**config.mk**
```make
export PLATFORM = sky130hd
export DESIGN_NAME = global_interrupt_timer_block
export DESIGN_NICKNAME = d
export VERILOG_FILES = /design/src/rtl/git_pkg.sv /design/src/rtl/timer_link_if.sv /design/src/rtl/source_priority_encoder.sv /design/src/rtl/countdown_timer.sv /design/src/rtl/global_interrupt_timer_block.sv
export VERILOG_INCLUDE_DIRS = /design/src /design/src/rtl
export SDC_FILE = /design/constraint.sdc
export NUM_CORES = 1
export LEC_CHECK = 0
export ABC_AREA = 1
export BUFFER_PORTS_ARGS = -buffer_cell sky130_fd_sc_hd__buf_2
export CAP_MARGIN = 20
export CORE_ASPECT_RATIO = 2
export CORE_UTILIZATION = 30
export DETAILED_ROUTE_END_ITERATION = 8
export SLEW_MARGIN = 0
export SYNTH_ARGS = -nofsm -noshare
export SYNTH_HDL_FRONTEND = slang
export SYNTH_SLANG_ARGS = --single-unit
```
**constraint.sdc**
```tcl
create_clock -name clk -period 6.9 [get_ports clk]
set_input_delay 1.38 -clock clk [delete_from_list [all_inputs] [get_ports clk]]
set_output_delay 1.38 -clock clk [all_outputs]
set_load 0.005 [all_outputs]
```
**src/rtl/git_defines.svh**
```systemverilog
// Offsets, field positions and reset values of the global interrupt and timer block
`ifndef GIT_DEFINES_SVH
`define GIT_DEFINES_SVH

`define GIT_OFF_INTERRUPT   8'h80
`define GIT_OFF_TIMER       8'h84
`define GIT_OFF_ANC_ONE     8'h88
`define GIT_OFF_ANC_TWO     8'h8C
`define GIT_OFF_MULTIPURPOSE_PIN_BLOCK        8'h90

`define GIT_CH0_CODE_LSB    8
`define GIT_CH1_CODE_LSB    11
`define GIT_CODE_W          3
`define GIT_USED_BITS       14

`define GIT_TC_IRQ_EN       0
`define GIT_TC_RUN          1
`define GIT_TC_ONE_SHOT     2
`define GIT_TC_EXT_CLK      3
`define GIT_TC_ROUTE        4
`define GIT_TC_W            5

`define GIT_BYTE_ZERO       8'h00
`define GIT_DIR_RESET       8'hFF
`define GIT_RELOAD_RESET    16'h0000
`define GIT_RATE_W          2

`endif

```
**src/rtl/git_pkg.sv**
```systemverilog
// Types shared by the global interrupt and timer block
package git_pkg;

  typedef enum logic [2:0] {
    SRC_NONE     = 3'h0,
    SRC_RX       = 3'h1,
    SRC_RX_TOUT  = 3'h2,
    SRC_TX       = 3'h3,
    SRC_MODEM    = 3'h4,
    SRC_RESERVED = 3'h5,
    SRC_MULTIPURPOSE_PIN_BLOCK     = 3'h6,
    SRC_TIMER    = 3'h7
  } source_code_t;

  typedef enum logic [1:0] {
    TMR_IDLE = 2'b00,
    TMR_RUN  = 2'b01,
    TMR_HALT = 2'b11
  } timer_state_t;

endpackage

```
**src/rtl/timer_link_if.sv**
```systemverilog
// Signals between the register logic and the down counter
`timescale 1ns/1ns
interface timer_link_if;
  logic        run;
  logic        one_shot;
  logic        tick;
  logic        restart;
  logic [15:0] reload;
  logic        timeout;

  modport ctrl  (output run, output one_shot, output tick, output restart, output reload, input timeout);
  modport timer (input run, input one_shot, input tick, input restart, input reload, output timeout);
endinterface

```
**src/rtl/source_priority_encoder.sv**
```systemverilog
// Picks the most urgent pending source of one channel
`timescale 1ns/1ns
module source_priority_encoder (
  // Pending sources, bit n stands for code n
  input  wire logic [7:1]              pending,
  // Encoded source
  output git_pkg::source_code_t        code
);

  function automatic git_pkg::source_code_t pick(input logic [7:1] p);
    pick = git_pkg::SRC_NONE;
    for (int i = 7; i >= 1; i--) begin
      if (p[i]) begin
        pick = git_pkg::source_code_t'(i[2:0]);
      end
    end
  endfunction

  assign code = pick(pending);

endmodule // source_priority_encoder

```
**src/rtl/countdown_timer.sv**
```systemverilog
// Sixteen-bit down counter with re-trigger and single-shot operation
`timescale 1ns/1ns
module countdown_timer (
  // Clock and reset
  input  wire logic   clk,
  input  wire logic   rst,
  // Control link
  timer_link_if.timer link
);

  git_pkg::timer_state_t state;
  git_pkg::timer_state_t next_state;
  logic [15:0]           count;
  logic [15:0]           next_count;
  logic                  next_timeout;
  wire                   at_end = (count == 16'h0001);
  wire                   armed  = (link.reload != 16'h0000);

  always_comb begin
    next_state   = state;
    next_count   = count;
    next_timeout = 1'b0;
    unique case (state)
      git_pkg::TMR_IDLE: begin
        if (link.run && armed) begin
          next_state = git_pkg::TMR_RUN;
          next_count = link.reload;
        end
      end
      git_pkg::TMR_RUN: begin
        if (!link.run) begin
          next_state = git_pkg::TMR_IDLE;
        end else if (link.tick) begin
          if (at_end || count == 16'h0000) begin
            next_timeout = 1'b1;
            if (link.one_shot) begin
              next_state = git_pkg::TMR_HALT;
              next_count = 16'h0000;
            end else begin
              next_count = link.reload;
            end
          end else begin
            next_count = count - 16'h0001;
          end
        end
      end
      git_pkg::TMR_HALT: begin
        if (link.restart) begin
          next_state = git_pkg::TMR_IDLE;
        end
      end
      default: begin
        next_state = git_pkg::TMR_IDLE;
      end
    endcase
    if (link.restart && state != git_pkg::TMR_HALT) begin
      next_state = git_pkg::TMR_IDLE;
    end
  end

  // Pause keeps the count while idle; leaving idle and each re-trigger timeout reload it
  always_ff @(posedge clk or posedge rst) begin
    if (rst) begin
      state        <= git_pkg::TMR_IDLE;
      count        <= 16'h0000;
      link.timeout <= 1'b0;
    end else begin
      state        <= next_state;
      count        <= (state == git_pkg::TMR_IDLE && next_state == git_pkg::TMR_IDLE) ? count : next_count;
      link.timeout <= next_timeout;
    end
  end

endmodule // countdown_timer

```
**src/rtl/global_interrupt_timer_block.sv**
```systemverilog
// Global interrupt register, general-purpose timer, sampling rate and multipurpose pins
//
// Operation
// - Summary byte bit0 shows channel 0 request, bit1 channel 1; upper bits zero.
// - Summary bit clears only when the channel's sources clear, not on summary read.
// - Channel 0 code in bits 10:8, channel 1 in 13:11, one dword read.
// - Global register bits 14 to 31 always read zero.
// - Codes: 0 none, 1 receive/line error, 2 timeout, 3 transmit/flow, 4 modem.
// - Code 6 pin interrupt and 7 timer timeout only in channel 0.
// - Priority: receive 1, timeout 2, transmit 3, modem 4, pins 6, timer 7.
// - Global register reads zero after reset.
// - Waking after both channels slept raises a special interrupt.
// - Receive-ready clears below trigger level; receive timeout clears when FIFO empty.
// - Line error clears on line status read; modem on modem read; others identification read.
// - Pin interrupt clears on reading the pin level register.
// - Timer is 16-bit down counter; control bit3 selects external clock pin.
// - Control bit0 enables timer interrupt; reading control byte clears it; the pin 0 route ignores bit0.
// - Control bit1 zero stops or pauses, one starts or restarts counting.
// - Control bit2 zero re-triggers continuously, one selects single shot.
// - Control bit4 routes timer interrupt to output pin 0; bits 7:5 read zero.
// - Reload high and low bytes form the 16-bit start value.
// - Reload reads return programmed value; zero after reset keeps timer disabled.
// - Sampling bit per channel: 0 selects 16X, 1 selects 8X.
// - Pin direction bit 1 input (reset), 0 output.
`timescale 1ns/1ns
`include "git_defines.svh"
module global_interrupt_timer_block #(
  parameter logic [7:0] REVISION_CODE = 8'hA5, // Arbitrary value
  parameter logic [7:0] DEVICE_CODE   = 8'h5A  // Arbitrary value
) (
  // Clock and reset
  input  wire logic        clk,
  input  wire logic        rst,
  // Register port
  input  wire logic [7:0]  reg_addr,
  input  wire logic        reg_rd,
  input  wire logic        reg_wr,
  input  wire logic [3:0]  reg_be,
  input  wire logic [31:0] reg_wdata,
  output logic [31:0]      reg_rdata,
  output logic             reg_rvalid,
  // Channel events from the serial cores
  input  wire logic [1:0]  rx_above_trigger,
  input  wire logic [1:0]  rx_timeout_set,
  input  wire logic [1:0]  rx_fifo_empty,
  input  wire logic [1:0]  line_error_set,
  input  wire logic [1:0]  lsr_read,
  input  wire logic [1:0]  modem_delta_set,
  input  wire logic [1:0]  msr_read,
  input  wire logic [1:0]  tx_ready_set,
  input  wire logic [1:0]  flow_event_set,
  input  wire logic [1:0]  isr_read,
  // Sleep and wake
  input  wire logic        both_asleep,
  input  wire logic        wake_event,
  // Pins
  input  wire logic        external_timer_clock_pin,
  input  wire logic [7:0]  multipurpose_pin_block_in,
  output logic [7:0]       multipurpose_pin_block_out,
  output logic [7:0]       multipurpose_pin_block_oe,
  // Configuration and request outputs
  output logic [1:0]       sampling_rate_select,
  output logic             irq_request
);

  timer_link_if link ();

  // Control and configuration storage
  logic [`GIT_TC_W-1:0]   timer_control_byte;
  logic [7:0]             timer_reload_low;
  logic [7:0]             timer_reload_high;
  logic [`GIT_RATE_W-1:0] rate_bits;
  logic [7:0]             multipurpose_pin_block_irq_mask;
  logic [7:0]             multipurpose_pin_level;
  logic [7:0]             multipurpose_pin_block_tristate;
  logic [7:0]             multipurpose_pin_block_invert;
  logic [7:0]             multipurpose_pin_direction;

  // Sticky sources per channel, then device-wide pin, timer and wake flags
  logic [1:0] line_err_flag;
  logic [1:0] rx_tout_flag;
  logic [1:0] tx_flag;
  logic [1:0] modem_flag;
  logic       multipurpose_pin_block_flag;
  logic       timer_flag;
  logic       wake_flag;
  logic       was_asleep;

  // Synchronisers
  logic [7:0] multipurpose_pin_block_meta;
  logic [7:0] multipurpose_pin_block_sync;
  logic [7:0] multipurpose_pin_block_prev;
  logic       tck_meta;
  logic       tck_sync;
  logic       tck_prev;

  git_pkg::source_code_t code0;
  git_pkg::source_code_t code1;

  // Address decode
  wire hit_int   = (reg_addr[7:2] == 6'(`GIT_OFF_INTERRUPT >> 2));
  wire hit_timer = (reg_addr[7:2] == 6'(`GIT_OFF_TIMER >> 2));
  wire hit_anc1  = (reg_addr[7:2] == 6'(`GIT_OFF_ANC_ONE >> 2));
  wire hit_anc2  = (reg_addr[7:2] == 6'(`GIT_OFF_ANC_TWO >> 2));
  wire hit_multipurpose_pin_block  = (reg_addr[7:2] == 6'(`GIT_OFF_MULTIPURPOSE_PIN_BLOCK >> 2));

  function automatic logic lane_wr(input logic hit, input int lane);
    lane_wr = reg_wr && hit && reg_be[lane];
  endfunction

  wire wr_tctl   = lane_wr(hit_timer, 0);
  wire wr_tlow   = lane_wr(hit_timer, 2);
  wire wr_thigh  = lane_wr(hit_timer, 3);
  wire wr_rate   = lane_wr(hit_anc1, 0);
  wire wr_mask   = lane_wr(hit_anc2, 3);
  wire wr_level  = lane_wr(hit_multipurpose_pin_block, 0);
  wire wr_tri    = lane_wr(hit_multipurpose_pin_block, 1);
  wire wr_inv    = lane_wr(hit_multipurpose_pin_block, 2);
  wire wr_dir    = lane_wr(hit_multipurpose_pin_block, 3);
  wire rd_tctl   = reg_rd && hit_timer && reg_be[0];
  wire rd_level  = reg_rd && hit_multipurpose_pin_block && reg_be[0];

  // Summary and encoded sources
  // Code 1 merges the receive level with the sticky line error
  wire [1:0] rx_src = rx_above_trigger | line_err_flag;
  wire [7:1] pend0 = {timer_flag && timer_control_byte[`GIT_TC_IRQ_EN], multipurpose_pin_block_flag, 1'b0,
                      modem_flag[0], tx_flag[0], rx_tout_flag[0], rx_src[0]};
  wire [7:1] pend1 = {3'b000, modem_flag[1], tx_flag[1], rx_tout_flag[1],
                      rx_src[1]};
  wire [1:0] summary = {code1 != git_pkg::SRC_NONE, (code0 != git_pkg::SRC_NONE) | wake_flag};

  source_priority_encoder enc0 (
    .pending (pend0),
    .code    (code0)
  );

  source_priority_encoder enc1 (
    .pending (pend1),
    .code    (code1)
  );

  wire [31:0] int_word = {{(32 - `GIT_USED_BITS){1'b0}}, code1, code0, 6'b000000, summary};
  wire [31:0] tmr_word = {timer_reload_high, timer_reload_low, `GIT_BYTE_ZERO, 3'b000, timer_control_byte};
  wire [31:0] anc1_word = {`GIT_BYTE_ZERO, `GIT_BYTE_ZERO, `GIT_BYTE_ZERO, 6'b000000, rate_bits};
  wire [31:0] anc2_word = {multipurpose_pin_block_irq_mask, `GIT_BYTE_ZERO, DEVICE_CODE, REVISION_CODE};
  wire [7:0]  pin_level = (multipurpose_pin_block_sync & multipurpose_pin_direction) | (multipurpose_pin_level & ~multipurpose_pin_direction);
  wire [31:0] multipurpose_pin_block_word = {multipurpose_pin_direction, multipurpose_pin_block_invert, multipurpose_pin_block_tristate, pin_level};
  wire [31:0] sel_word  = hit_int   ? int_word  :
                          hit_timer ? tmr_word  :
                          hit_anc1  ? anc1_word :
                          hit_anc2  ? anc2_word :
                          hit_multipurpose_pin_block  ? multipurpose_pin_block_word : 32'h0000_0000;
  wire [31:0] lane_mask = {{8{reg_be[3]}}, {8{reg_be[2]}}, {8{reg_be[1]}}, {8{reg_be[0]}}};

  // Pin interrupt is edge sensed after polarity and direction
  wire [7:0] active_in = (multipurpose_pin_block_sync ^ multipurpose_pin_block_invert) & multipurpose_pin_direction;
  wire [7:0] prev_in   = (multipurpose_pin_block_prev ^ multipurpose_pin_block_invert) & multipurpose_pin_direction;
  wire       multipurpose_pin_block_edge = |(active_in & ~prev_in & multipurpose_pin_block_irq_mask);

  // Internal clock counts every cycle; external pin counts on its rising edge
  assign link.tick     = timer_control_byte[`GIT_TC_EXT_CLK] ? (tck_sync & ~tck_prev) : 1'b1;
  assign link.run      = timer_control_byte[`GIT_TC_RUN];
  assign link.one_shot = timer_control_byte[`GIT_TC_ONE_SHOT];
  assign link.reload   = {timer_reload_high, timer_reload_low};
  assign link.restart  = wr_tctl && reg_wdata[`GIT_TC_RUN];

  countdown_timer tmr (
    .clk  (clk),
    .rst  (rst),
    .link (link)
  );

  wire route_timer = timer_control_byte[`GIT_TC_ROUTE] && !multipurpose_pin_direction[0];
  wire [7:0] next_multipurpose_pin_block_out = {multipurpose_pin_level[7:1],
                              route_timer ? timer_flag : multipurpose_pin_level[0]};

  assign irq_request          = |summary;
  assign sampling_rate_select = rate_bits;

  // Timer control and reload bytes
  always_ff @(posedge clk or posedge rst) begin
    if (rst) begin
      timer_control_byte <= '0;
      timer_reload_low   <= `GIT_BYTE_ZERO;
      timer_reload_high  <= `GIT_BYTE_ZERO;
    end else begin
      if (wr_tctl)  timer_control_byte <= reg_wdata[`GIT_TC_W-1:0];
      if (wr_tlow)  timer_reload_low   <= reg_wdata[23:16];
      if (wr_thigh) timer_reload_high  <= reg_wdata[31:24];
    end
  end

  // Sampling rate and pin interrupt mask
  always_ff @(posedge clk or posedge rst) begin
    if (rst) begin
      rate_bits     <= '0;
      multipurpose_pin_block_irq_mask <= `GIT_BYTE_ZERO;
    end else begin
      if (wr_rate) rate_bits     <= reg_wdata[`GIT_RATE_W-1:0];
      if (wr_mask) multipurpose_pin_block_irq_mask <= reg_wdata[31:24];
    end
  end

  // Pin level, three-state, polarity and direction
  always_ff @(posedge clk or posedge rst) begin
    if (rst) begin
      multipurpose_pin_level     <= `GIT_BYTE_ZERO;
      multipurpose_pin_block_tristate              <= `GIT_BYTE_ZERO;
      multipurpose_pin_block_invert                <= `GIT_BYTE_ZERO;
      multipurpose_pin_direction <= `GIT_DIR_RESET;
    end else begin
      if (wr_level) multipurpose_pin_level     <= reg_wdata[7:0];
      if (wr_tri)   multipurpose_pin_block_tristate              <= reg_wdata[15:8];
      if (wr_inv)   multipurpose_pin_block_invert                <= reg_wdata[23:16];
      if (wr_dir)   multipurpose_pin_direction <= reg_wdata[31:24];
    end
  end

  // Channel sources; a set in the clearing cycle wins
  always_ff @(posedge clk or posedge rst) begin
    if (rst) begin
      line_err_flag <= 2'b00;
      rx_tout_flag  <= 2'b00;
      tx_flag       <= 2'b00;
      modem_flag    <= 2'b00;
    end else begin
      line_err_flag <= line_error_set | (line_err_flag & ~lsr_read);
      rx_tout_flag  <= rx_timeout_set | (rx_tout_flag & ~rx_fifo_empty);
      tx_flag       <= tx_ready_set | flow_event_set | (tx_flag & ~isr_read);
      modem_flag    <= modem_delta_set | (modem_flag & ~msr_read);
    end
  end

  // Device sources, reported in channel 0 only
  always_ff @(posedge clk or posedge rst) begin
    if (rst) begin
      multipurpose_pin_block_flag  <= 1'b0;
      timer_flag <= 1'b0;
    end else begin
      multipurpose_pin_block_flag  <= multipurpose_pin_block_edge | (multipurpose_pin_block_flag & ~rd_level);
      timer_flag <= link.timeout | (timer_flag & ~rd_tctl);
    end
  end

  // Wake after both channels slept; shows no source code
  always_ff @(posedge clk or posedge rst) begin
    if (rst) begin
      was_asleep <= 1'b0;
      wake_flag  <= 1'b0;
    end else begin
      was_asleep <= both_asleep | (was_asleep & ~wake_event);
      wake_flag  <= (wake_event & was_asleep) | (wake_flag & ~isr_read[0]);
    end
  end

  // Two flip-flops before any logic sees a pin
  always_ff @(posedge clk or posedge rst) begin
    if (rst) begin
      multipurpose_pin_block_meta <= `GIT_BYTE_ZERO;
      multipurpose_pin_block_sync <= `GIT_BYTE_ZERO;
      multipurpose_pin_block_prev <= `GIT_BYTE_ZERO;
    end else begin
      multipurpose_pin_block_meta <= multipurpose_pin_block_in;
      multipurpose_pin_block_sync <= multipurpose_pin_block_meta;
      multipurpose_pin_block_prev <= multipurpose_pin_block_sync;
    end
  end

  // Timer pin is slow against clk, so a plain edge detect is enough
  always_ff @(posedge clk or posedge rst) begin
    if (rst) begin
      tck_meta <= 1'b0;
      tck_sync <= 1'b0;
      tck_prev <= 1'b0;
    end else begin
      tck_meta <= external_timer_clock_pin;
      tck_sync <= tck_meta;
      tck_prev <= tck_sync;
    end
  end

  // Read answer one cycle after the strobe; summary read clears nothing
  always_ff @(posedge clk or posedge rst) begin
    if (rst) begin
      reg_rdata  <= 32'h0000_0000;
      reg_rvalid <= 1'b0;
    end else begin
      reg_rvalid <= reg_rd;
      if (reg_rd) reg_rdata <= sel_word & lane_mask;
    end
  end

  // Pin drivers lag their registers by one cycle
  always_ff @(posedge clk or posedge rst) begin
    if (rst) begin
      multipurpose_pin_block_out <= `GIT_BYTE_ZERO;
      multipurpose_pin_block_oe  <= `GIT_BYTE_ZERO;
    end else begin
      multipurpose_pin_block_out <= next_multipurpose_pin_block_out;
      multipurpose_pin_block_oe  <= ~multipurpose_pin_direction & ~multipurpose_pin_block_tristate;
    end
  end

endmodule // global_interrupt_timer_block

```
==> results of run 1 <==
## critical path: cells and delay by family
family | cells | cell delay [ns]
and+or+nand+nor | 4 | 0.70
buffers and inverters | 2 | 0.22
## cells in the mapped netlist (3+ instances only)
cell,instances,share of area [%]
sky130_fd_sc_hd__nor2_4,5,0.74
sky130_fd_sc_hd__o21ai_0,96,6.3
sky130_fd_sc_hd__o22ai_1,4,0.33
sky130_fd_sc_hd__nand4_1,4,0.33
sky130_fd_sc_hd__buf_2,4,0.26
sky130_fd_sc_hd__nand3_1,60,3.9
sky130_fd_sc_hd__ha_1,3,0.49
sky130_fd_sc_hd__dfrtp_1,162,53
sky130_fd_sc_hd__nor3_1,4,0.26
sky130_fd_sc_hd__o21bai_1,7,0.69
sky130_fd_sc_hd__mux2_4,4,0.79
sky130_fd_sc_hd__clkbuf_1,11,0.54
sky130_fd_sc_hd__a22o_1,6,0.69
sky130_fd_sc_hd__nand2_2,5,0.41
sky130_fd_sc_hd__mux2_2,3,0.44
sky130_fd_sc_hd__xor2_1,4,0.46
sky130_fd_sc_hd__a21oi_1,28,1.8
sky130_fd_sc_hd__o21ai_1,13,0.85
sky130_fd_sc_hd__o31ai_1,3,0.29
sky130_fd_sc_hd__nand2_1,248,12
sky130_fd_sc_hd__xnor2_1,4,0.46
sky130_fd_sc_hd__a21boi_0,4,0.39
sky130_fd_sc_hd__dfstp_2,8,2.8
sky130_fd_sc_hd__buf_6,3,0.44
sky130_fd_sc_hd__inv_2,4,0.20
sky130_fd_sc_hd__inv_1,91,4.5
sky130_fd_sc_hd__nor2_1,79,3.9
## how the worst max path moves through the flow
stage | to | slack [ns]
after floorplan | line_err_flag[0] | 0.93
after global placement | irq_request | 3.25
after detailed placement | irq_request | 3.24
after CTS | irq_request | 3.24
after global routing | irq_request | 3.14
final | irq_request | 3.23
## kinds of logic (layout without fill, tap and decap cells)
| family | count (synthesis) | after routing | synth area share [%] |
|---|---|---|---|
| AND/OR/NAND/NOR | 415 | 415 | 23.0 |
| flip-flops | 170 | 170 | 55.8 |
| AO/OA/AOI/OAI | 169 | 169 | 12.3 |
| buffers and inverters | 117 | 260 | 6.31 |
| XOR/XNOR | 8 | 8 | 0.917 |
| multiplexers | 7 | 7 | 1.23 |
| adder cells (fa/ha/maj) | 3 | 3 | 0.492 |
| other | 0 | 2 | 0 |
## report_power, final
part	internal, µW	total, µW	switching, µW
clock network	546	967	420
logic	206	611	405
registers	1090	1180	91.6
total	1850	2760	917
## placed cells by master, fill, tap and decap left out, types with 3 or more instances in the layout
cell,Yosys,final
sky130_fd_sc_hd__nand2_1,248,248
sky130_fd_sc_hd__dfrtp_1,162,162
sky130_fd_sc_hd__buf_2,4,128
sky130_fd_sc_hd__o21ai_0,96,96
sky130_fd_sc_hd__inv_1,91,90
sky130_fd_sc_hd__nor2_1,79,79
sky130_fd_sc_hd__nand3_1,60,60
sky130_fd_sc_hd__a21oi_1,28,28
sky130_fd_sc_hd__clkbuf_16,0,17
sky130_fd_sc_hd__o21ai_1,13,13
sky130_fd_sc_hd__dfstp_2,8,8
sky130_fd_sc_hd__o21bai_1,7,7
sky130_fd_sc_hd__inv_6,0,6
sky130_fd_sc_hd__a22o_1,6,6
sky130_fd_sc_hd__nor2_4,5,5
sky130_fd_sc_hd__nand2_2,5,5
sky130_fd_sc_hd__buf_4,1,5
sky130_fd_sc_hd__inv_2,4,4
sky130_fd_sc_hd__mux2_4,4,4
sky130_fd_sc_hd__a21boi_0,4,4
sky130_fd_sc_hd__nor3_1,4,4
sky130_fd_sc_hd__nand4_1,4,4
sky130_fd_sc_hd__xor2_1,4,4
sky130_fd_sc_hd__xnor2_1,4,4
sky130_fd_sc_hd__o22ai_1,4,4
sky130_fd_sc_hd__mux2_2,3,3
sky130_fd_sc_hd__o31ai_1,3,3
sky130_fd_sc_hd__ha_1,3,3
sky130_fd_sc_hd__clkinv_2,0,3
## registers in the layout (all words and copies together) (netlist names), 8 cells and up
| name | cells |
|---|---|
| timer_reload_high | 8 |
| multipurpose_pin_block_meta | 8 |
| multipurpose_pin_level | 8 |
| multipurpose_pin_block_irq_mask | 8 |
| multipurpose_pin_block_tristate | 8 |
| timer_reload_low | 8 |
| multipurpose_pin_block_sync | 8 |
| multipurpose_pin_block_prev | 8 |
| multipurpose_pin_block_out | 8 |
| multipurpose_pin_direction | 8 |
| multipurpose_pin_block_invert | 8 |
| multipurpose_pin_block_oe | 8 |
| tmr.count | 16 |
| reg_rdata | 32 |
## metal layers
metal  vias up  global-route usage [%]
li1       3134                       -
met1      3092                    18.7
met2       185                    34.5
met3        79                    2.78
met4         0                    15.9
met5         -                       0
## stage by stage
stage | setup WS [ns] | cell area (µm²) | utilization (%) | total power [µW]
2_1_floorplan | 0.930 | 7640 | - | 1630
3_3_place_gp | 3.25 | 8620 | 34.4 | 1800
3_5_place_dp | 3.24 | 8620 | 34.4 | 1810
4_1_cts | 3.24 | 9200 | 36.8 | 2790
5_1_grt | 3.14 | 9210 | 36.8 | 2900
6_report | 3.23 | 9210 | 36.8 | 2760
## layout make-up
type | count | area share (%)
sequential | 170 | 46.3
multi-input combinational | 602 | 31.4
timing repair buffer | 133 | 7.37
clock buffer | 19 | 4.81
tap | 336 | 4.57
inverter | 95 | 3.93
clock inverter | 13 | 1.55
antenna | 2 | 0.0544
==> impl_metrics.tcl, run 1 <==
set metrics [dict create \
    clock_tree_root_driver_cell "sky130_fd_sc_hd__clkbuf_16" \
    io_pins 131 \
    dieWidth_um 115 \
    cts.hold.buffers_added 0 \
    worst_ep_required_time_ns 5.52 \
    hold_slack_ns 0.346 \
    wl_met1_um 8290 \
    cells_along_the_critical_path "buf_2, or2_2, nor2_1, nand2_1, nand4_1, buf_2" \
    p_leak_uw 0.00466 \
    placed_cell_count 1336 \
    register_area_um2 4260 \
    dr.first_iter.drc_count 408 \
    ys.warnings.count 0 \
    cts_buffers 17 \
    ys_types 43 \
    worst-path-max-fanout 3 \
    final-hold-violation-count 0 \
    port_buffers 128 \
    asyncSetResetFlopFracSynth_pct 100 \
    worst-slew-pin-transition_ns 0.739 \
    synth_edf_count 0 \
    design.die.area_um2 26100 \
    worst_hold_startpoint "multipurpose_pin_block_meta[7]" \
    total_met2_wirelength_after_detailed_routing_um 12500 \
    synth-seq-area-share_pct 55.8 \
    cp-startpoint "rx_above_trigger[1]" \
    detail_route.wirelength_um 23300 \
    clock_sinks 170 \
    hold_end "multipurpose_pin_block_sync[7]" \
    grt_setup_unrepaired "no" \
    cp-end-kind "primary output" \
    slew_violations 0 \
    cpPeakStageDelay_ns 0.29 \
    finalSetupTns_ns 0 \
    clock_tree_from_tritoncts "done" \
    initial_utilization_pct 30.5 \
    post_cts.repair.setup_buffers 0 \
    irDropWorstVdd_mv 0.127 \
    area_delta_synth_final_pct 20.5 \
    instances_no_fill 1370 \
    vias_in_the_first_global_route 6649 \
    synthFlopType "sky130_fd_sc_hd__dfrtp_1" \
    worst_r2r_endpoint "tmr.count[3]" \
    cts_max_path_buffers 2 \
    ff2ff_setup_slack_ns 4.83 \
    met3WireLength_um 780 \
    critPathMostFrequentCell "sky130_fd_sc_hd__buf_2" \
    r2r_cells 11 \
    route.vias.total 6490 \
    num_rows 82 \
    grt_pass1_wl_um 36000 \
    multi_input_comb_area_um2 2890 \
    min_path_type "flip-flop to flip-flop" \
    timing.rr.start "tmr.count[0]" \
    place.detailed.hpwl_um 18000 \
    finalCritPeriodShare_pct 53.2 \
    pwrdens_nw_per_um2 300 \
    syn-cell-area_um2 7640 \
    result_of_the_run "finished clean" \
    viasPerCell 4.74 \
    synth_cells 889 \
    top_layer "met4" \
    final_layout_size_suffix_gt1_share_pct 19.7 \
    crit_path_top_delay_cell "sky130_fd_sc_hd__or2_2" \
    min_period_ns 3.67 \
    worst_clock_skew_ns 0.00567 \
    placeableCoreArea_um2 25000 \
    grt.overflow.total 0 \
    criticalPathCategory "input port to primary output" \
    cp_data_arrival_time_ns 2.29 \
    cts.htree.levels 4 \
    timing.max_slew.rel_slack_pct 50.7 \
    grt_use_total_pct 19.0 \
    number_of_cells_upsized_or_downsized_after_cts 0 \
    place.gp.congestion 0.864 \
    fill_cells 2656 \
    routed_wirelength_normalized_by_instance_count_um 17.0 \
    clk-insertion-delay-late_ns 0.45 \
    postSynthAreaPerCell_um2 8.59 \
    hold-path-cell-count 0 \
    finalSetupViolations 0 \
    initial_antenna_violation_count 2 \
    grt_max_degree 81 \
    critical_path.startpoint_type "input port" \
    clk_transition_reported_paths_ns 0.06 \
    drtPass1Iterations 5 \
    cap_violations 0 \
    ys_ff_latch 170 \
    finish.net_count 1101 \
    clock.fmax_mhz 272 \
    detail_route.drc_violations 0 \
    syn_nets 971 \
    drt.antenna.violating_nets 0 \
    chipHeight_um 228 \
]
Power figures use the tool's default switching activity.
==> inputs of run 2 (changes only) <==
--- a/config.mk
+++ b/config.mk
@@ -6,7 +6,7 @@
 export SDC_FILE = /design/constraint.sdc
 export NUM_CORES = 1
 export LEC_CHECK = 0
-export ABC_AREA = 1
+export ABC_AREA = 0
 export BUFFER_PORTS_ARGS = -buffer_cell sky130_fd_sc_hd__buf_2
 export CAP_MARGIN = 20
 export CORE_ASPECT_RATIO = 2
==> constraint.sdc (replaced) <==
create_clock -name clk -period 3.8 [get_ports clk]
set_input_delay 0.76 -clock clk [delete_from_list [all_inputs] [get_ports clk]]
set_output_delay 0.76 -clock clk [all_outputs]
set_load 0.005 [all_outputs]
==> run 2 against run 1 <==
- the flow now finishes with violations (design-rule violations)
- utilization grew 0.50 points
- total power grew 77%
- hold slack gained 0.0016 ns
- critical path depth is the same
- clock skew grew 0.0019 ns
- global-route usage shrank 0.14 points
- critical endpoint is now timer_reload_low[4]
- clock-buffer cell count shrank 2
- synthesized cell count shrank 32%
==> impl_metrics.tcl, run 2 <==
set metrics [dict create \
    result_of_the_run "finished, violations left" \
    violations "design-rule violations" \
    dr.first_iter.drc_count 460 \
    power.switching_uw 1520 \
    grt_setup_unrepaired "no" \
    slew_violations 0 \
    synth_top_family_by_area "compound AO/OA/AOI/OAI gates" \
    routed_wirelength_normalized_by_instance_count_um 21.6 \
    synth-seq-area-share_pct 58.7 \
    number_of_cells_upsized_or_downsized_after_cts 0 \
    post_cts.repair.setup_buffers 0 \
    clock_tree_root_driver_cell "sky130_fd_sc_hd__clkbuf_16" \
    place.gp.congestion 0.931 \
    ys_types 57 \
    cp_data_arrival_time_ns 2.97 \
    io_pins 131 \
    synthTopCellsByCount "162 x sky130_fd_sc_hd__dfrtp_1, 64 x sky130_fd_sc_hd__mux2_2, 45 x sky130_fd_sc_hd__nor2_1" \
    grt_pass1_wl_um 34200 \
    cts_max_path_buffers 2 \
    initial_utilization_pct 30.5 \
    design.die.area_um2 24900 \
    post_synthesis_compound_gate_area_fraction_pct 16.0 \
    vias_in_the_first_global_route 5746 \
    clk-insertion-delay-late_ns 0.44 \
    detail_route.drc_violations 2 \
    grt_max_degree 102 \
    timing.rr.start "tmr.count[4]" \
    netlist.area_leader.share_pct 55.8 \
    finalSetupViolations 0 \
    mostFrequentLayoutCell "sky130_fd_sc_hd__dfrtp_1" \
    final-hold-violation-count 0 \
    clk_transition_reported_paths_ns 0.06 \
    clock_sinks 170 \
    worst-slew-pin-transition_ns 0.916 \
    postSynthAreaPerCell_um2 12.0 \
    cts_buffers 17 \
    asyncSetResetFlopFracSynth_pct 100 \
    ys_top_cells_by_area "sky130_fd_sc_hd__dfrtp_1 56%, sky130_fd_sc_hd__mux2_2 9.9%, sky130_fd_sc_hd__o2bb2ai_1 4.1%" \
    min_path_type "flip-flop to flip-flop" \
    muxShareOfSynthArea_pct 11.2 \
    detail_route.wirelength_um 22600 \
    netlist.top_cell.by_area "sky130_fd_sc_hd__dfrtp_1" \
    finalCritPeriodShare_pct 69.7 \
    cts.hold.buffers_added 0 \
    irDropWorstVdd_mv 0.359 \
    drt.antenna.violating_nets 0 \
    area_delta_synth_final_pct 22.2 \
    postPlaceCellArea_um2 8310 \
    post_route_cell_area_um2 8880 \
    synth_simple_gate_area_share_pct 10.8 \
    largest_register_ff_count 32 \
    chipHeight_um 222 \
    criticalPathCategory "input port to flip-flop" \
    finish.net_count 830 \
    port_buffers 128 \
    placeableCoreArea_um2 23800 \
    worst-path-max-fanout 10 \
    clock_tree_from_tritoncts "done" \
    synth_fa_ha_area_share_pct 0.516 \
    antenna_cells 0 \
    r2r_cells 5 \
    crit_path_top_delay_cell "sky130_fd_sc_hd__or4b_1" \
    dieWidth_um 112 \
    ys.warnings.count 0 \
    syn_nets 689 \
    worst_clock_skew_ns 0.00759 \
    initial_antenna_violation_count 0 \
    grt_use_total_pct 18.8 \
    viasPerCell 5.29 \
    ys_ff_latch 170 \
    cap_violations 0 \
    cp-endpoint "timer_reload_low[4]" \
    worst_r2r_endpoint "tmr.count[14]" \
    clock.fmax_mhz 377 \
    route.vias.total 5546 \
    synth_xor_xnor_area_share_pct 0 \
    post-route-util_pct 37.3 \
    design_power_total_uw 4900 \
    ff2ff_setup_slack_ns 1.19 \
    finalSetupTns_ns 0 \
    critical_path.startpoint_type "input port" \
    place.detailed.hpwl_um 17200 \
    drtPass1Iterations 7 \
    p_leak_uw 0.00409 \
    synth_edf_count 0 \
    min_period_ns 2.65 \
    timing.max_slew.rel_slack_pct 38.8 \
    pwr-share-clk_pct 34.9 \
    syn-cell-area_um2 7270 \
    max_flop_register "reg_rdata" \
    cpPeakStageDelay_ns 0.69 \
    sw_frac_of_total_pct 31.1 \
    num_rows 80 \
    power_frac_seq_pct 44.6 \
    pwrdens_nw_per_um2 552 \
    cts.htree.levels 4 \
    cells_along_the_critical_path "buf_2, or4b_1, nor2_1, buf_4, and3_1, mux2_2" \
    final_cell_mix "162 x sky130_fd_sc_hd__dfrtp_1, 128 x sky130_fd_sc_hd__buf_2, 64 x sky130_fd_sc_hd__mux2_2, 45 x sky130_fd_sc_hd__nor2_1, 34 x sky130_fd_sc_hd__o2bb2ai_1" \
    synth_cells 607 \
    p_int_uw 3370 \
    most_frequently_used_cell_type_in_the_post_synthesis_netlist "sky130_fd_sc_hd__dfrtp_1" \
    power.combinational.fraction_pct 20.5 \
    worst_ep_required_time_ns 4.12 \
    cp-startpoint "reg_addr[4]" \
    final_layout_size_suffix_gt1_share_pct 34.3 \
    largestRegisters "reg_rdata: 32 flops, tmr.count: 16 flops" \
    grt.overflow.total 0 \
    synthFlopType "sky130_fd_sc_hd__dfrtp_1" \
    cp-end-kind "flip-flop" \
]
run 2: changes by cell type after synthesis, sizes merged, moves of 19 or more:
cell and change:
nand2 -226, nand3 -48, inv -71, mux2 +57, nor2 -41, a22oi +19, o2bb2ai +34, o21ai -86
run 2: layout make-up:
class,count,area [µm²]
repair buffers,146,788
inverters,25,97.6
clock buffers,17,425
multi-input cells,388,2800
well taps,287,359
clock inverters,15,150
flip-flops and latches,170,4260
fillers,2379,14900
run 2: logic make-up (layout without fill, tap and decap cells):
family | after synthesis | count (layout)
flops | 170 | 170
buf+inv | 49 | 203
mux | 73 | 73
fa+ha+maj | 3 | 3
simple gates | 153 | 153
compound gates | 159 | 159
run 2: how the worst min path moves through the flow:
stage	slack (ns)	cells past startpoint	to	start
2_1_floorplan	0.33	0	multipurpose_pin_block_sync[0]	multipurpose_pin_block_meta[0]
6_report	0.35	0	multipurpose_pin_block_sync[3]	multipurpose_pin_block_meta[3]
5_1_grt	0.35	0	multipurpose_pin_block_sync[3]	multipurpose_pin_block_meta[3]
3_5_place_dp	0.33	0	multipurpose_pin_block_sync[3]	multipurpose_pin_block_meta[3]
4_1_cts	0.35	0	multipurpose_pin_block_sync[3]	multipurpose_pin_block_meta[3]
3_3_place_gp	0.33	0	multipurpose_pin_block_sync[1]	multipurpose_pin_block_meta[1]
run 2: worst max-delay path: cells and delay by family:
family / cells / cell delay (ns)
and+or+nand+nor: 3 / 1.43
muxes: 1 / 0.39
buffers and inverters: 2 / 0.37
run 2: stage by stage:
| step | instances | worst slack [ns] | hold slack [ns] |
|---|---|---|---|
| finish | 1048 | 1.15 | 0.348 |
| global route | 1048 | 0.986 | 0.354 |
| CTS | 1048 | 1.15 | 0.350 |
| detailed placement | 1016 | 0.698 | 0.335 |
| global placement | 1016 | 0.723 | 0.334 |
| floorplan | 607 | 0.878 | 0.331 |
run 2: routing by layer:
metal | vias up | part of all wire, % | GRT usage [%] | wire [µm]
met1 | 2771 | 35 | 18.8 | 7880
met4 | 0 | 5.4 | 11.6 | 1220
met3 | 47 | 4.5 | 4.18 | 1010
met2 | 185 | 55 | 34.9 | 12500
li1 | 2543 | - | - | -
met5 | - | 0 | 0 | 0
run 2: power by group through the flow:
stage          logic, µW  registers [µW]  clock network (µW)
6_report            1000            2180                1710
5_1_grt             1100            2200                1820
4_1_cts             1000            2180                1750
3_5_place_dp        1000            2210                   0
3_3_place_gp         981            2210                   0
2_1_floorplan        710            2140                   0
==> inputs of run 3 (changes only) <==
==> constraint.sdc (replaced) <==
create_clock -name clk -period 2.39 [get_ports clk]
set_input_delay 0.478 -clock clk [delete_from_list [all_inputs] [get_ports clk]]
set_output_delay 0.478 -clock clk [all_outputs]
set_load 0.005 [all_outputs]
==> run 3 against run 2 <==
- the flow still finishes with violations (design-rule violations)
- total power is 63% higher
- worst setup slack worse by 1.0 ns
- sequential power is 58% higher
- routed wire length is 2.7% higher
- utilization is 1.3 points higher
- critical path depth stayed put
- first-iteration DRC count is 5.9% higher
- hold slack worse by 0.19 ns
- clock skew is 0.00070 ns lower
- critical path type is now flip-flop to flip-flop
- critical endpoint is now tmr.count[14]
==> impl_metrics.tcl, run 3 (same netlist as run 2, synthesis figures left out) <==
set metrics [dict create \
    min_path_type "input port to flip-flop" \
    final_layout_size_suffix_gt1_share_pct 36.6 \
    final_cell_mix "162 x sky130_fd_sc_hd__dfrtp_1, 128 x sky130_fd_sc_hd__buf_2, 64 x sky130_fd_sc_hd__mux2_2, 46 x sky130_fd_sc_hd__buf_4, 45 x sky130_fd_sc_hd__nor2_1" \
    detail_route.wirelength_um 23200 \
    vias_in_the_first_global_route 5988 \
    register_area_um2 4260 \
    dr.first_iter.drc_count 487 \
    place.detailed.hpwl_um 18000 \
    post_cts.repair.setup_buffers 0 \
    violations "design-rule violations" \
    port_buffers 128 \
    clk_transition_reported_paths_ns 0.07 \
    grt_use_total_pct 19.4 \
    cap_violations 0 \
    min_period_ns 2.25 \
    routed_wirelength_normalized_by_instance_count_um 21.4 \
    result_of_the_run "finished, violations left" \
    worst-path-max-fanout 10 \
    initial_utilization_pct 30.5 \
    worst-slew-pin-transition_ns 0.658 \
    fill_cells 2386 \
    route.vias.total 5763 \
    multi_input_comb_area_um2 2800 \
    worst_clock_skew_ns 0.00689 \
    worst_ep_required_time_ns 2.73 \
    clk-insertion-delay-late_ns 0.43 \
    clock_tree_from_tritoncts "done" \
    cts_buffers 17 \
    cpPeakStageDelay_ns 0.58 \
    grt_setup_unrepaired "no" \
    timing.max_slew.rel_slack_pct 55.7 \
    cells_along_the_critical_path "or4_4, or2_1, o31ai_4, buf_4, a22oi_1, o21ai_0" \
    cts_max_path_buffers 2 \
    crit_path_top_delay_cell "sky130_fd_sc_hd__or4_4" \
    pwrdens_nw_per_um2 866 \
    slew_violations 0 \
    finalSetupTns_ns 0 \
    finish.net_count 864 \
    clock.fmax_mhz 445 \
    cts.htree.levels 4 \
    place.gp.congestion 0.920 \
    drtPass1Iterations 9 \
    layout_setup_ws_ns 0.145 \
    clock_tree_root_driver_cell "sky130_fd_sc_hd__clkbuf_16" \
    irDropWorstVdd_mv 0.633 \
    viasPerCell 5.32 \
    critical_path.startpoint_type "flip-flop" \
    cts.hold.buffers_added 1 \
    placeableCoreArea_um2 23800 \
    criticalPathCategory "flip-flop to flip-flop" \
    io_pins 131 \
    grt.overflow.total 0 \
    area_delta_synth_final_pct 26.6 \
    ff2ff_setup_slack_ns 0.14 \
    cp_data_arrival_time_ns 2.59 \
    mostFrequentLayoutCell "sky130_fd_sc_hd__dfrtp_1" \
    number_of_cells_upsized_or_downsized_after_cts 0 \
    chipHeight_um 222 \
    detail_route.drc_violations 2 \
    grt_pass1_wl_um 35100 \
    design.die.area_um2 24900 \
    p_leak_uw 0.00427 \
    final-hold-violation-count 0 \
    initial_antenna_violation_count 3 \
    largest_register_ff_count 32 \
    finalCritPeriodShare_pct 93.9 \
    finalSetupViolations 0 \
    largestRegisters "reg_rdata: 32 flops, tmr.count: 16 flops" \
    drt.antenna.violating_nets 0 \
    dieWidth_um 112 \
    cp-end-kind "flip-flop" \
    detailedPlace.worstSlack_ns 0.00401 \
    max_flop_register "reg_rdata" \
    num_rows 80 \
    grt_max_degree 67 \
    clock_sinks 170 \
]
## run 3: cell types whose count changed in the layout (fill, tap and decap cells not counted), sizes merged
cell,delta
dlygate4sd3,+1
diode,+2
clkinv,-3
clkbuf,+5
inv,-2
buf,+33
## run 3: per-layer routing
metal	share of wire, %	vias up	GRT usage (%)
met5	0	-	0
met4	5.8	0	12.8
met3	3.7	54	3.72
met2	56	175	36.7
met1	34	2922	18.5
li1	-	2612	-
## run 3: layout make-up
type,count,area share (%)
Clock buffer,22,5.05
Multi-Input combinational cell,388,30.4
Inverter,25,1.06
Antenna cell,2,0.0544
Timing Repair Buffer,180,11.9
Sequential cell,170,46.3
Clock inverter,10,1.28
Tap cell,287,3.90
## run 3: report_power, final
| part | total, µW | switching [µW] | internal (µW) |
|---|---|---|---|
| registers | 3450 | 285 | 3170 |
| clock network | 2750 | 1150 | 1600 |
| logic | 1760 | 978 | 784 |
| total | 7960 | 2420 | 5550 |
## run 3: stage by stage
stage	hold slack, ns	std cells	total power [µW]	util, %	instance area (µm²)
after floorplan	0.331	607	4530	-	7270
after global routing	0.135	1084	8310	38.6	9200
after CTS	0.133	1082	8020	38.6	9200
after detailed placement	0.337	1049	5250	36.1	8600
after global placement	0.334	1049	5230	36.1	8600
final	0.154	1084	7960	38.6	9200
## run 3: path summary, 6_finish.rpt
kind	start	end	cells after the start
min reg2reg	multipurpose_pin_block_meta[1]	multipurpose_pin_block_sync[1]	0
max in group asynchronous	rst	reg_rdata[7]	4
min	multipurpose_pin_block_in[2]	multipurpose_pin_block_meta[2]	1
max reg2reg	tmr.count[6]	tmr.count[14]	6
min in group asynchronous	rst	multipurpose_pin_block_invert[4]	3
max	tmr.count[6]	tmr.count[14]	6
## run 3: critical path: cells and delay by family (launching register included)
kind / cells / cell delay (ns)
AO/OA/AOI/OAI: 3 / 0.59
flip-flops: 1 / 0.40
buffers and inverters: 1 / 0.21
AND/OR/NAND/NOR: 2 / 0.96
